## config.mk

```make
export PLATFORM = sky130hd
export DESIGN_NAME = vm_exit_info_capture
export DESIGN_NICKNAME = d
export VERILOG_FILES = /design/src/rtl/vm_exit_info_capture.v
export VERILOG_INCLUDE_DIRS = /design/src /design/src/pkg
export SDC_FILE = /design/constraint.sdc
export NUM_CORES = 1
export LEC_CHECK = 0
export BUFFER_PORTS_ARGS = -buffer_cell sky130_fd_sc_hd__buf_2
export CORE_UTILIZATION = 58
export DETAILED_ROUTE_END_ITERATION = 10
export GPL_ROUTABILITY_DRIVEN = 1
export PLACE_DENSITY_LB_ADDON = 0.08
export SLEW_MARGIN = 20
export SYNTH_ARGS = -nofsm -noshare
export SYNTH_HDL_FRONTEND = slang
export SYNTH_SLANG_ARGS = --single-unit
```

## constraint.sdc

```tcl
create_clock -name mclk -period 2.25 [get_ports mclk]
set_clock_uncertainty 0.2 [all_clocks]
set_input_delay 0.1125 -clock mclk [delete_from_list [all_inputs] [get_ports mclk]]
set_output_delay 0.1125 -clock mclk [all_outputs]
set_load 0.1 [all_outputs]
```

## src/pkg/exit_info_defines.vh

```
`ifndef EXIT_INFO_DEFINES_VH
`define EXIT_INFO_DEFINES_VH
// ----------------------------------------
// Event-in-delivery record layout
// ----------------------------------------
`define EVT_VEC_LSB 0
`define EVT_VEC_MSB 7
`define EVT_CLASS_LSB 8
`define EVT_CLASS_MSB 10
`define EVT_ERRV_BIT 11
`define EVT_UNDEF_BIT 12
`define EVT_VALID_BIT 31
// ----------------------------------------
// Event classes
// ----------------------------------------
`define CLS_EXT_INT 3'h0
`define CLS_NMI 3'h2
`define CLS_HW_EXC 3'h3
`define CLS_SW_INT 3'h4
`define CLS_PRIV_SW_EXC 3'h5
`define CLS_SW_EXC 3'h6
// ----------------------------------------
// Operand descriptor layout
// ----------------------------------------
`define OPD_SCALE_LSB 0
`define OPD_FIRST_REGISTER_OPERAND_LSB 3
`define OPD_ASIZE_LSB 7
`define OPD_MEMREG_BIT 10
`define OPD_SEG_LSB 15
`define OPD_IDX_LSB 18
`define OPD_IDXINV_BIT 22
`define OPD_BASE_LSB 23
`define OPD_BASEINV_BIT 27
`define OPD_SECOND_REGISTER_OPERAND_LSB 28
// ----------------------------------------
// Exit instruction kinds
// ----------------------------------------
`define INS_OTHER 3'h0
`define INS_CLEAR 3'h1
`define INS_LOAD_PTR 3'h2
`define INS_STORE_PTR 3'h3
`define INS_FIELD_READ 3'h4
`define INS_FIELD_WRITE 3'h5
`define INS_ENABLE 3'h6
// ----------------------------------------
// Record select codes for field reads
// ----------------------------------------
`define SEL_EVT_INFO 4'h0
`define SEL_EVT_ERR 4'h1
`define SEL_LEN 4'h2
`define SEL_GLA 4'h3
`define SEL_OPD 4'h4
`define SEL_IO_CNT 4'h5
`define SEL_IO_SRC 4'h6
`define SEL_IO_DST 4'h7
`define SEL_IO_IP 4'h8
`endif

```

## src/rtl/vm_exit_info_capture.v

```verilog
// Notes on behaviour
// - Info bits 7:0 vector, 10:8 class
// - Bit 11 set when error code carried
// - Bits 30:13 zero, bit 31 valid
// - Hardware exception error code copied separately
// - Exits during delivery record the event
// - Instruction length stored on instruction exits
// - Linear address on three exit kinds
// - Six control instructions fill operand descriptor
// - Descriptor bits 1:0 index scale
// - Descriptor bits 6:3 first register
// - Descriptor bits 9:7 address size
// - Bit 10 memory/register; bits 2,14:11 zero
// - Descriptor bits 17:15 segment code
// - Bits 21:18 index, bit 22 invalid
// - Bits 26:23 base, bit 27 invalid
// - Descriptor bits 31:28 second register
// - I/O context saved for post-I/O SYSTEM_MANAGEMENT_INTERRUPT
// - Records read-only; field writes fail
`timescale 1ns/100ps
`default_nettype none
`include "exit_info_defines.vh"
module vm_exit_info_capture #(
    parameter WIDE = 1
) (
    input wire mclk,
    input wire arst_n,
    // Exit sequencing strobe and cause
    input wire exit_valid,
    input wire exit_in_delivery,
    input wire [7:0] dlv_vector,
    input wire [2:0] dlv_class,
    input wire dlv_has_errcode,
    input wire [31:0] dlv_errcode,
    input wire exit_by_instr,
    input wire [31:0] instr_length,
    input wire [2:0] instr_kind,
    input wire exit_msw_load_mem,
    input wire exit_string_port,
    input wire exit_smi_after_io,
    input wire [63:0] linear_addr,
    // Operand details of the exiting instruction
    input wire opd_is_reg,
    input wire [1:0] opd_scale,
    input wire [3:0] opd_first_register_operand,
    input wire [1:0] opd_addr_size,
    input wire [2:0] opd_segment,
    input wire [3:0] opd_index,
    input wire opd_index_valid,
    input wire [3:0] opd_base,
    input wire opd_base_valid,
    input wire [3:0] opd_second_register_operand,
    // I/O context from before the last I/O instruction
    input wire [63:0] io_count,
    input wire [63:0] io_source,
    input wire [63:0] io_dest,
    input wire [63:0] io_ip,
    // Field-read and field-write port
    input wire field_rd,
    input wire field_wr,
    input wire [3:0] field_sel,
    output reg [63:0] field_rdata_ff,
    output reg field_wr_fail_ff
);

// ----------------------------------------
// Record storage
// ----------------------------------------
reg [31:0] evt_info_ff;
reg [31:0] evt_err_ff;
reg [31:0] len_ff;
reg [63:0] gla_ff;
reg [31:0] opd_ff;
reg [63:0] io_cnt_ff;
reg [63:0] io_src_ff;
reg [63:0] io_dst_ff;
reg [63:0] io_ip_ff;

wire sw_event;
wire hw_err;
wire ctl_instr;
wire short_form;
wire [63:0] addr_mask;
reg [31:0] nxt_info;
reg [31:0] nxt_opd;
reg [63:0] rd_mux;

// Narrow parts keep only the low word of address-sized records
assign addr_mask = (WIDE != 0) ? 64'hFFFFFFFFFFFFFFFF
                               : 64'h00000000FFFFFFFF;
assign sw_event = (dlv_class == `CLS_SW_INT) ||
                  (dlv_class == `CLS_PRIV_SW_EXC) ||
                  (dlv_class == `CLS_SW_EXC);
assign hw_err = exit_in_delivery && dlv_has_errcode &&
                (dlv_class == `CLS_HW_EXC);
assign ctl_instr = (instr_kind != `INS_OTHER) && (instr_kind <= `INS_ENABLE);
assign short_form = (instr_kind == `INS_CLEAR) ||
                    (instr_kind == `INS_LOAD_PTR) ||
                    (instr_kind == `INS_STORE_PTR) ||
                    (instr_kind == `INS_ENABLE);

// ----------------------------------------
// Record assembly
// ----------------------------------------
always @* begin
    nxt_info = 32'h00000000;
    if (exit_in_delivery) begin
        nxt_info[`EVT_VEC_MSB:`EVT_VEC_LSB] = dlv_vector;
        // Reserved class codes fold to hardware exception
        if (dlv_class == 3'h1 || dlv_class == 3'h7) begin
            nxt_info[`EVT_CLASS_MSB:`EVT_CLASS_LSB] = `CLS_HW_EXC;
        end else begin
            nxt_info[`EVT_CLASS_MSB:`EVT_CLASS_LSB] = dlv_class;
        end
        nxt_info[`EVT_ERRV_BIT] = dlv_has_errcode;
        nxt_info[`EVT_VALID_BIT] = 1'b1;
    end
end

always @* begin
    nxt_opd = 32'h00000000;
    nxt_opd[`OPD_SCALE_LSB+1:`OPD_SCALE_LSB] = opd_scale;
    nxt_opd[`OPD_FIRST_REGISTER_OPERAND_LSB+3:`OPD_FIRST_REGISTER_OPERAND_LSB] = opd_first_register_operand;
    // Unused size code 3 is never produced
    nxt_opd[`OPD_ASIZE_LSB+2:`OPD_ASIZE_LSB] =
        (opd_addr_size == 2'h3) ? 3'h2 : {1'b0, opd_addr_size};
    nxt_opd[`OPD_MEMREG_BIT] = opd_is_reg && !short_form;
    // Codes above 5 are unused segments
    nxt_opd[`OPD_SEG_LSB+2:`OPD_SEG_LSB] =
        (opd_segment > 3'h5) ? 3'h0 : opd_segment;
    nxt_opd[`OPD_IDX_LSB+3:`OPD_IDX_LSB] = opd_index;
    nxt_opd[`OPD_IDXINV_BIT] = !opd_index_valid;
    nxt_opd[`OPD_BASE_LSB+3:`OPD_BASE_LSB] = opd_base;
    nxt_opd[`OPD_BASEINV_BIT] = !opd_base_valid;
    nxt_opd[`OPD_SECOND_REGISTER_OPERAND_LSB+3:`OPD_SECOND_REGISTER_OPERAND_LSB] = opd_second_register_operand;
end

// ----------------------------------------
// Capture on exit
// ----------------------------------------
// Records not used by this exit keep their old contents; event info is always rewritten, and cleared when no event was in delivery.
always @(posedge mclk or negedge arst_n) begin
    if (!arst_n) begin
        evt_info_ff <= 32'h00000000;
        evt_err_ff <= 32'h00000000;
        len_ff <= 32'h00000000;
        gla_ff <= 64'h0000000000000000;
        opd_ff <= 32'h00000000;
        io_cnt_ff <= 64'h0000000000000000;
        io_src_ff <= 64'h0000000000000000;
        io_dst_ff <= 64'h0000000000000000;
        io_ip_ff <= 64'h0000000000000000;
    end else if (exit_valid) begin
        evt_info_ff <= nxt_info;
        if (hw_err) begin
            evt_err_ff <= dlv_errcode;
        end
        if (exit_by_instr || (exit_in_delivery && sw_event)) begin
            len_ff <= instr_length;
        end
        if (exit_msw_load_mem || exit_string_port || exit_smi_after_io) begin
            gla_ff <= linear_addr & addr_mask;
        end
        if (exit_by_instr && ctl_instr) begin
            opd_ff <= nxt_opd;
        end
        if (exit_smi_after_io) begin
            io_cnt_ff <= io_count & addr_mask;
            io_src_ff <= io_source & addr_mask;
            io_dst_ff <= io_dest & addr_mask;
            io_ip_ff <= io_ip & addr_mask;
        end
    end
end

// ----------------------------------------
// Field read and write port
// ----------------------------------------
always @* begin
    case (field_sel)
        `SEL_EVT_INFO: rd_mux = {32'h00000000, evt_info_ff};
        `SEL_EVT_ERR: rd_mux = {32'h00000000, evt_err_ff};
        `SEL_LEN: rd_mux = {32'h00000000, len_ff};
        `SEL_GLA: rd_mux = gla_ff;
        `SEL_OPD: rd_mux = {32'h00000000, opd_ff};
        `SEL_IO_CNT: rd_mux = io_cnt_ff;
        `SEL_IO_SRC: rd_mux = io_src_ff;
        `SEL_IO_DST: rd_mux = io_dst_ff;
        `SEL_IO_IP: rd_mux = io_ip_ff;
        default: rd_mux = 64'h0000000000000000;
    endcase
end

always @(posedge mclk or negedge arst_n) begin
    if (!arst_n) begin
        field_rdata_ff <= 64'h0000000000000000;
        field_wr_fail_ff <= 1'b0;
    end else begin
        if (field_rd) begin
            field_rdata_ff <= rd_mux;
        end
        // Any write aimed at these records is refused, storage untouched
        field_wr_fail_ff <= field_wr && (field_sel <= `SEL_IO_IP);
    end
end

endmodule
`default_nettype wire

```

==> results of run 1 <==
==> cells by family after synthesis <==
| logic type | after synthesis | share of synthesized area, % |
|---|---|---|
| mux | 496 | 26.3 |
| buf+inv | 124 | 3.29 |
| simple gates | 163 | 3.74 |
| flops | 488 | 57.3 |
| compound gates | 266 | 9.34 |
==> cell usage after synthesis, types with 3 or more instances <==
cell,instances,share of area (%)
and2b_1,3,0.11
nor2b_1,9,0.26
buf_6,10,0.53
a22oi_1,21,0.74
o22ai_1,9,0.26
a211oi_1,3,0.11
nand2_1,62,1.1
a21oi_1,23,0.54
o21ai_0,62,1.5
mux4_2,11,1.2
inv_1,13,0.23
mux2i_1,75,3.5
nor3_1,10,0.23
clkbuf_1,26,0.46
o2bb2ai_1,57,2.3
a32oi_1,9,0.37
nand3_1,18,0.42
a222oi_1,34,1.6
nor2_1,30,0.53
mux2_2,402,21
o21ai_1,7,0.16
buf_4,14,0.49
a221oi_1,10,0.41
buf_2,56,1.3
dfrtp_1,488,57
mux2_1,8,0.42
nand2b_1,10,0.29
a22o_1,7,0.29
==> metrics by stage <==
stage / instances / setup slack [ns] / cell area, µm² / utilization [%]
3_5_place_dp: 2453 / 0.205 / 24600 / 68.5
3_3_place_gp: 2453 / 0.243 / 24600 / 68.5
2_1_floorplan: 1537 / 0.694 / 21300 / -
==> impl_summary.txt, run 1 <==
----------------------------------------------------
[Floorplanning]
  Initial core utilization ... 59.5%
  Die W ... 194 µm
  Vertical die dimension ... 194 µm
  Standard-cell rows ... 69
  Num ports ... 504

[Run status]
  Fail Step ... clock tree synthesis (4_1_cts)
  First error ... [ERROR RSZ-0060] Max buffer count reached.
  Status ... aborted with a tool error

[Synth]
  Post-Syn Area ... 0.0213 mm²
  Number of warnings issued by yosys ... 0
  Fraction of registers with async set or reset after synthesis ... 100%
  Synthesized instance count ... 1537
  Total nets after synthesis ... 1976
  Synthesized flop and latch total ... 488
  Number of enable flip-flop cells after synthesis ... 0
  Post-synthesis sequential area ratio ... 57.3%
  Number of unique standard cell types used by synthesis ... 65
  Post-synthesis area per instance ... 13.9 µm²
  Primary FF master, synth ... dfrtp_1

[CTS]
  CTS Buf Count ... 50
  Clock root buffer ... clkbuf_16
  Clock sink count ... 488
  # resized after CTS ... 0
  Number of hold-repair buffers added at the cts stage ... 509
  Maximum root-to-sink buffer count ... 3
  CTS H-tree lvls ... 2
  Post-CTS Setup Bufs ... 0

[Placement]
  Routability congestion estimate from global placement ... 0.937
  # port buffers ... 503
  DP Wirelength ... 47600 µm

----------------------------------------------------
==> run 2, diff against run 1 <==
CORE_UTILIZATION = 40   (was 58)
PLACE_DENSITY_LB_ADDON = 0.15   (was 0.08)
==> run 2 against run 1 <==
The flow now finishes without violations. Synthesized cell count did not move. Synthesized area did not move.
==> impl_summary.txt, run 2 <==
----------------------------------------------------
[Floorplanning]
  Num ports ... 504
  Standard-cell rows ... 84
  Die W ... 233 µm
  Initial core utilization ... 40.5%
  Vertical die dimension ... 233 µm
  Core area ... 0.0527 mm²
  Area of the die ... 0.0542 mm²

[Worst setup path]
  Beginning of the worst register-to-register path ... io_dst_ff[25]$_DFFE_PN0P_
  Reg-to-reg endpoint ... field_rdata_ff[25]$_DFFE_PN0P_
  CP Max Fanout ... 32
  Worst reg2reg path depth ... 5
  Crit path from ... dlv_class[2]
  Critical path data required time ... 2.54 ns
  Category of the worst setup path launch point ... input port
  Type of element capturing the critical path ... flip-flop
  Signal arrival time at the worst endpoint ... 2.51 ns
  Worst setup slack for register-to-register paths ... 0.57 ns
  End of the critical path ... len_ff[20]$_DFFE_PN0P_
  Path type of the worst setup path ... in -> reg

[Synth]
  Post-synthesis area per instance ... 13.9 µm²
  Synthesized instance count ... 1537
  Number of warnings issued by yosys ... 0
  Share of the synthesized area in the top cell type ... 57.3%
  Most frequent cells after synthesis ... 488 x dfrtp_1, 402 x mux2_2, 75 x mux2i_1
  Biggest area consumer among synthesized cells ... dfrtp_1
  Synthesized flop and latch total ... 488
  Number of unique standard cell types used by synthesis ... 65
  Total nets after synthesis ... 1976
  Fraction of registers with async set or reset after synthesis ... 100%
  Largest cells by area after synthesis ... dfrtp_1 57%, mux2_2 21%, mux2i_1 3.5%
  Post-synthesis sequential area ratio ... 57.3%
  Post-Syn Area ... 0.0213 mm²
  Number of enable flip-flop cells after synthesis ... 0
  Most common cell in the netlist ... dfrtp_1
  Primary FF master, synth ... dfrtp_1

[Finish]
  Post-layout nets ... 3056
  Final non-filler cell total ... 3353
  Share of post-route cells with drive strength above 1 ... 41.0%
  Layout area overhead ... 51.5%
  Commonest non-fill, non-tap cell in the layout ... dlygate4sd3_1
  Most frequent cells in the layout ... 552 x dlygate4sd3_1, 500 x buf_2, 488 x dfrtp_1

[STA]
  Period utilization ... 98.7%
  Transition time of the tightest slew-check pin ... 1.04 ns
  Fin crit period ... 2.22 ns
  Count of endpoints failing hold in the final timing report ... 0
  Unrepaired setup endpoints after global routing ... false
  Highest clock frequency the design can meet ... 0.450 GHz
  Final TNS setup ... 0 ns
  Final setup violating endpoints ... 0
  Number of max-slew violations in the final report ... 0
  Max_slew headroom ... 30.4%

[CTS]
  Clock sink count ... 488
  Clk slew on worst S/H paths ... 0.06 ns
  TritonCTS clock tree ... built
  CTS Buf Count ... 54
  Maximum root-to-sink buffer count ... 3
  Latest clock arrival within the worst-skew pair ... 0.61 ns
  Post-CTS Setup Bufs ... 0
  Clock root buffer ... clkbuf_16
  CTS H-tree lvls ... 2

[Drt]
  Antenna violation net count after detailed routing ... 0
  Number of DRC violations after detailed-routing iteration 0 ... 1228
  Total wire length ... 79100 µm
  DRC Markers ... 0
  Average detailed-routed wire length per instance ... 23.6 µm
  First-pass detailed-route iteration total ... 6
  Average vias per placed instance ... 5.35
  Via count ... 17947

[Worst hold path]
  Class of the tightest hold or removal check ... in -> reg

[Placement]
  Routability congestion estimate from global placement ... 0.852
  DP Wirelength ... 50500 µm
  # port buffers ... 503
  Number of placed instances, taps included ... 2696

[Job]
  Maxcap violations ... 0

[GRT]
  Wire length of the first global-routing pass ... 118000 µm
  Total GRT Usage ... 29.0%
  Initial antenna violation count ... 14
  Maximum number of pins on one net before global-route repair ... 49
  Vias in the first global route ... 19642
  GRT overflow ... 0

[Run status]
  Status ... completed

[Pwr]
  Leakage power summed over all cells ... 14.6 nW
  Post-layout total power ... 0.0244 W
  Power density over the cells ... 755 mW/mm²
  Worst vdd rail ir drop ... 0.596 mV

----------------------------------------------------
run 2: stage by stage:
stage / area, µm² / utilization [%] / hold WS [ns] / setup WS, ns
after floorplan: 21300 / - / -0.383 / 0.694
after global placement: 25000 / 47.5 / -0.164 / 0.198
after detailed placement: 25000 / 47.5 / -0.163 / 0.206
after CTS: 32300 / 61.3 / 0.00138 / 0.0333
after global routing: 32300 / 61.3 / 0.0215 / 0.0108
final: 32300 / 61.3 / 0.0429 / 0.0287
run 2: where the power goes:
group          internal (W)  leakage (nW)  switching (W)
registers            0.0100          5.90       0.000697
clock network       0.00492         0.815        0.00361
logic               0.00264          7.89        0.00251
total                0.0176          14.6        0.00681
run 2: logic make-up (layout without fill, tap and decap cells):
group                  after synthesis  after routing  share of synthesized area (%)
muxes                              496            496                           26.3
DFF                                488            488                           57.3
AOI/OAI and AO/OA                  266            266                           9.34
and+or+nand+nor                    163            163                           3.74
buffers and inverters              124           1239                           3.29
other                                0             13                              0
run 2: what timing repair did:
| item | 4_1_cts | 5_1_grt |
|---|---|---|
| hold buffers | 555 | 0 |
| endpoints found under the hold margin | 929 | 0 |
| gates resized for setup | 0 | 5 |
| setup endpoints to repair | 0 | 2 |
run 2: area by class of cell:
cell class,count,area (µm²)
sequential,488,12200
clock buffer,81,1540
antenna,13,32.5
clock inverter,10,123
fill,4099,20400
tap,688,861
timing repair buffer,1134,9030
multi-input combinational,925,8440
inverter,14,52.6
run 2: worst min-delay path by stage:
stage / startpoint / end / slack [ns] / cells past startpoint
floorplan: arst_n / evt_err_ff[0]$_DFFE_PN0P_ / -0.38 / 0
global placement: arst_n / io_dst_ff[51]$_DFFE_PN0P_ / -0.16 / 1
detailed placement: arst_n / io_cnt_ff[49]$_DFFE_PN0P_ / -0.16 / 1
CTS: exit_msw_load_mem / gla_ff[58]$_DFFE_PN0P_ / 0.001 / 4
global route: exit_msw_load_mem / gla_ff[52]$_DFFE_PN0P_ / 0.02 / 4
finish: exit_msw_load_mem / gla_ff[33]$_DFFE_PN0P_ / 0.04 / 4
run 2: critical path, cell delays in order:
cell           delay, ns
dlygate4sd3_1       0.52
buf_2               0.16
nand2_1             0.07
dlygate4sd3_1       0.57
a21oi_1             0.21
o21a_2              0.19
buf_12              0.28
mux2_2              0.38
run 2: per-layer routing:
layer	wire length, µm	up-vias	track usage [%]
li1	-	7910	-
met1	32900	9147	37.3
met2	38500	689	47.9
met3	4660	193	5.39
met4	3000	8	12.1
met5	53	-	0
Power figures use the tool's default switching activity.
==> run 3, diff against run 2 <==
ABC_AREA = 1   (was unset)
CTS_CLUSTER_SIZE = 16   (was unset)
==> run 3 against run 2 <==
Register-to-register slack better by 0.19 ns. First-iteration DRC count up 8.1%. Combinational power down 4.7%. Die area up 1.5%. Hold slack worse by 0.021 ns. Total power down 1.8%. Clock power down 0.5%. Sequential share of layout area up 0.30 points. Fmax up 5.9%. Flip-flop and latch count unchanged. Critical endpoint is now evt_info_ff[9]$_DFFE_PN0P_.
==> impl_summary.txt, run 3 <==
----------------------------------------------------
[Run status]
  Status ... completed

[Drt]
  Total wire length ... 80100 µm
  Antenna violation net count after detailed routing ... 0
  Number of DRC violations after detailed-routing iteration 0 ... 1327
  DRC Markers ... 0
  Average vias per placed instance ... 5.09
  Average detailed-routed wire length per instance ... 19.2 µm
  First-pass detailed-route iteration total ... 5
  Via count ... 21179

[Pwr]
  Post-layout total power ... 0.0240 W
  Leakage power summed over all cells ... 16.3 nW
  Worst vdd rail ir drop ... 0.561 mV
  Power density over the cells ... 748 mW/mm²

[Placement]
  # port buffers ... 503
  DP Wirelength ... 50500 µm
  Setup slack at placement ... 0.444 ns
  Routability congestion estimate from global placement ... 0.862

[Synth]
  Total nets after synthesis ... 2881
  Number of unique standard cell types used by synthesis ... 26
  Biggest area consumer among synthesized cells ... dfrtp_1
  Most frequent cells after synthesis ... 580 x nand2_1, 488 x dfrtp_1, 247 x inv_1
  Number of enable flip-flop cells after synthesis ... 0
  Post-synthesis sequential area ratio ... 56.4%
  Post-synthesis area per instance ... 8.87 µm²
  Synthesized instance count ... 2442
  Largest cells by area after synthesis ... dfrtp_1 56%, nand2_1 10%, mux2_2 8.1%
  Fraction of registers with async set or reset after synthesis ... 100%
  Most common cell in the netlist ... nand2_1
  Number of warnings issued by yosys ... 0
  Primary FF master, synth ... dfrtp_1
  Synthesized flop and latch total ... 488
  Share of the synthesized area in the top cell type ... 56.4%
  Post-Syn Area ... 0.0217 mm²

[GRT]
  Vias in the first global route ... 22496
  Initial antenna violation count ... 7
  GRT overflow ... 0
  Wire length of the first global-routing pass ... 126000 µm
  Maximum number of pins on one net before global-route repair ... 129
  Total GRT Usage ... 29.2%

[Floorplanning]
  Vertical die dimension ... 235 µm
  Initial core utilization ... 40.9%
  Num ports ... 504
  Core area ... 0.0530 mm²
  Area of the die ... 0.0551 mm²
  Die W ... 235 µm
  Standard-cell rows ... 84

[STA]
  Period utilization ... 93.2%
  Unrepaired setup endpoints after global routing ... false
  Final TNS setup ... 0 ns
  Final setup violating endpoints ... 0
  Highest clock frequency the design can meet ... 0.477 GHz
  Max_slew headroom ... 54.9%
  Final worst slack ... 0.152 ns
  Transition time of the tightest slew-check pin ... 0.676 ns
  Count of endpoints failing hold in the final timing report ... 0
  Fin crit period ... 2.10 ns
  Number of max-slew violations in the final report ... 0

[Worst setup path]
  Beginning of the worst register-to-register path ... gla_ff[17]$_DFFE_PN0P_
  Crit path from ... exit_in_delivery
  Cell repeated most along the worst path ... dlygate4sd3_1
  Signal arrival time at the worst endpoint ... 2.37 ns
  Worst setup slack for register-to-register paths ... 0.76 ns
  Critical path data required time ... 2.53 ns
  Type of element capturing the critical path ... flip-flop
  Number of logic stages on the critical path including buffering ... 9
  Slowest cell on crit path ... dlygate4sd3_1
  Path type of the worst setup path ... in -> reg
  Ordered cell list for the critical path ... dlygate4sd3_1 > buf_2 > nand2_2 > inv_2 > buf_4 > nand2_1 > dlygate4sd3_1 > o221ai_1 > dlygate4sd3_1
  Reg-to-reg endpoint ... gla_ff[17]$_DFFE_PN0P_
  Largest delay contributor family on the critical path ... buffers and inverters
  Delay of the slowest cell on the worst path ... 0.57 ns
  Worst reg2reg path depth ... 3
  Crit path buffers/inverters ... 6
  End of the critical path ... evt_info_ff[9]$_DFFE_PN0P_
  Category of the worst setup path launch point ... input port
  CP Max Fanout ... 10

[Finish]
  Share of post-route cells with drive strength above 1 ... 23.7%
  Layout area overhead ... 48.0%
  Most frequent cells in the layout ... 578 x nand2_1, 506 x dlygate4sd3_1, 501 x buf_2
  Commonest non-fill, non-tap cell in the layout ... nand2_1
  Post-layout nets ... 3869

[CTS]
  TritonCTS clock tree ... built
  Clk slew on worst S/H paths ... 0.06 ns
  Clock sink count ... 488
  Maximum root-to-sink buffer count ... 3
  Latest clock arrival within the worst-skew pair ... 0.60 ns
  Clock root buffer ... clkbuf_16
  CTS H-tree lvls ... 2
  CTS Buf Count ... 53

[Job]
  Maxcap violations ... 0

[Worst hold path]
  Class of the tightest hold or removal check ... in -> reg

----------------------------------------------------
run 3: worst min-delay path by stage:
stage                                 start                        end  slack (ns)  cells after the start
after global routing      exit_smi_after_io  io_cnt_ff[12]$_DFFE_PN0P_        0.06                      4
after floorplan                      arst_n  evt_err_ff[0]$_DFFE_PN0P_       -0.38                      0
after CTS                  exit_string_port     gla_ff[49]$_DFFE_PN0P_       0.002                      5
final                         exit_by_instr      opd_ff[4]$_DFFE_PN0P_        0.02                      5
after global placement               arst_n     gla_ff[26]$_DFFE_PN0P_       -0.10                      1
after detailed placement             arst_n     gla_ff[26]$_DFFE_PN0P_       -0.11                      1
run 3: worst reg2reg max path: cells and delay by family, from the launching register on:
family	cells	cell delay (ns)
buffers and inverters	1	0.59
flip-flops	1	0.38
AO/OA/AOI/OAI	1	0.11
AND/OR/NAND/NOR	1	0.09
run 3: timing repair:
item                      in CTS  in global routing
resized for setup              0                  0
hold buffers                 507                  0
buffers inserted               0                  0
hold endpoints to repair     976                  0
run 3: cells by family after synthesis:
group	synth area share (%)
buffers and inverters	7.44
AND/OR/NAND/NOR	19.1
flip-flops	56.4
multiplexers	8.06
AO/OA/AOI/OAI	9.04
run 3: through the flow:
step,util [%],cells,hold WS [ns],area [µm²]
floorplan,-,2442,-0.383,21700
global placement,47.7,3556,-0.101,25300
detailed placement,47.7,3556,-0.105,25300
CTS,60.4,4157,0.00217,32000
global route,60.5,4161,0.0595,32000
finish,60.5,4164,0.0220,32000
run 3: where the power goes:
part,internal (W),switching (W),total (W)
clock network,0.00492,0.00357,0.00849
registers,0.00996,0.000594,0.0106
logic,0.00196,0.00295,0.00491
total,0.0168,0.00712,0.0240
run 3: final cells by class:
type,instances,area [µm²]
Clock inverter,7,38.8
Fill cell,4507,20900
Tap cell,688,861
Multi-Input combinational cell,1560,7880
Inverter,254,953
Sequential cell,488,12200
Timing Repair Buffer,1073,8440
Clock buffer,87,1640
Antenna cell,7,17.5
run 3: routing by layer:
layer	vias to the layer above	routed length [µm]	global-route usage (%)
met5	-	13	0
met4	2	4360	16.1
met3	254	4530	4.75
met2	850	38800	48.9
met1	10315	32400	36.2
li1	9758	-	-
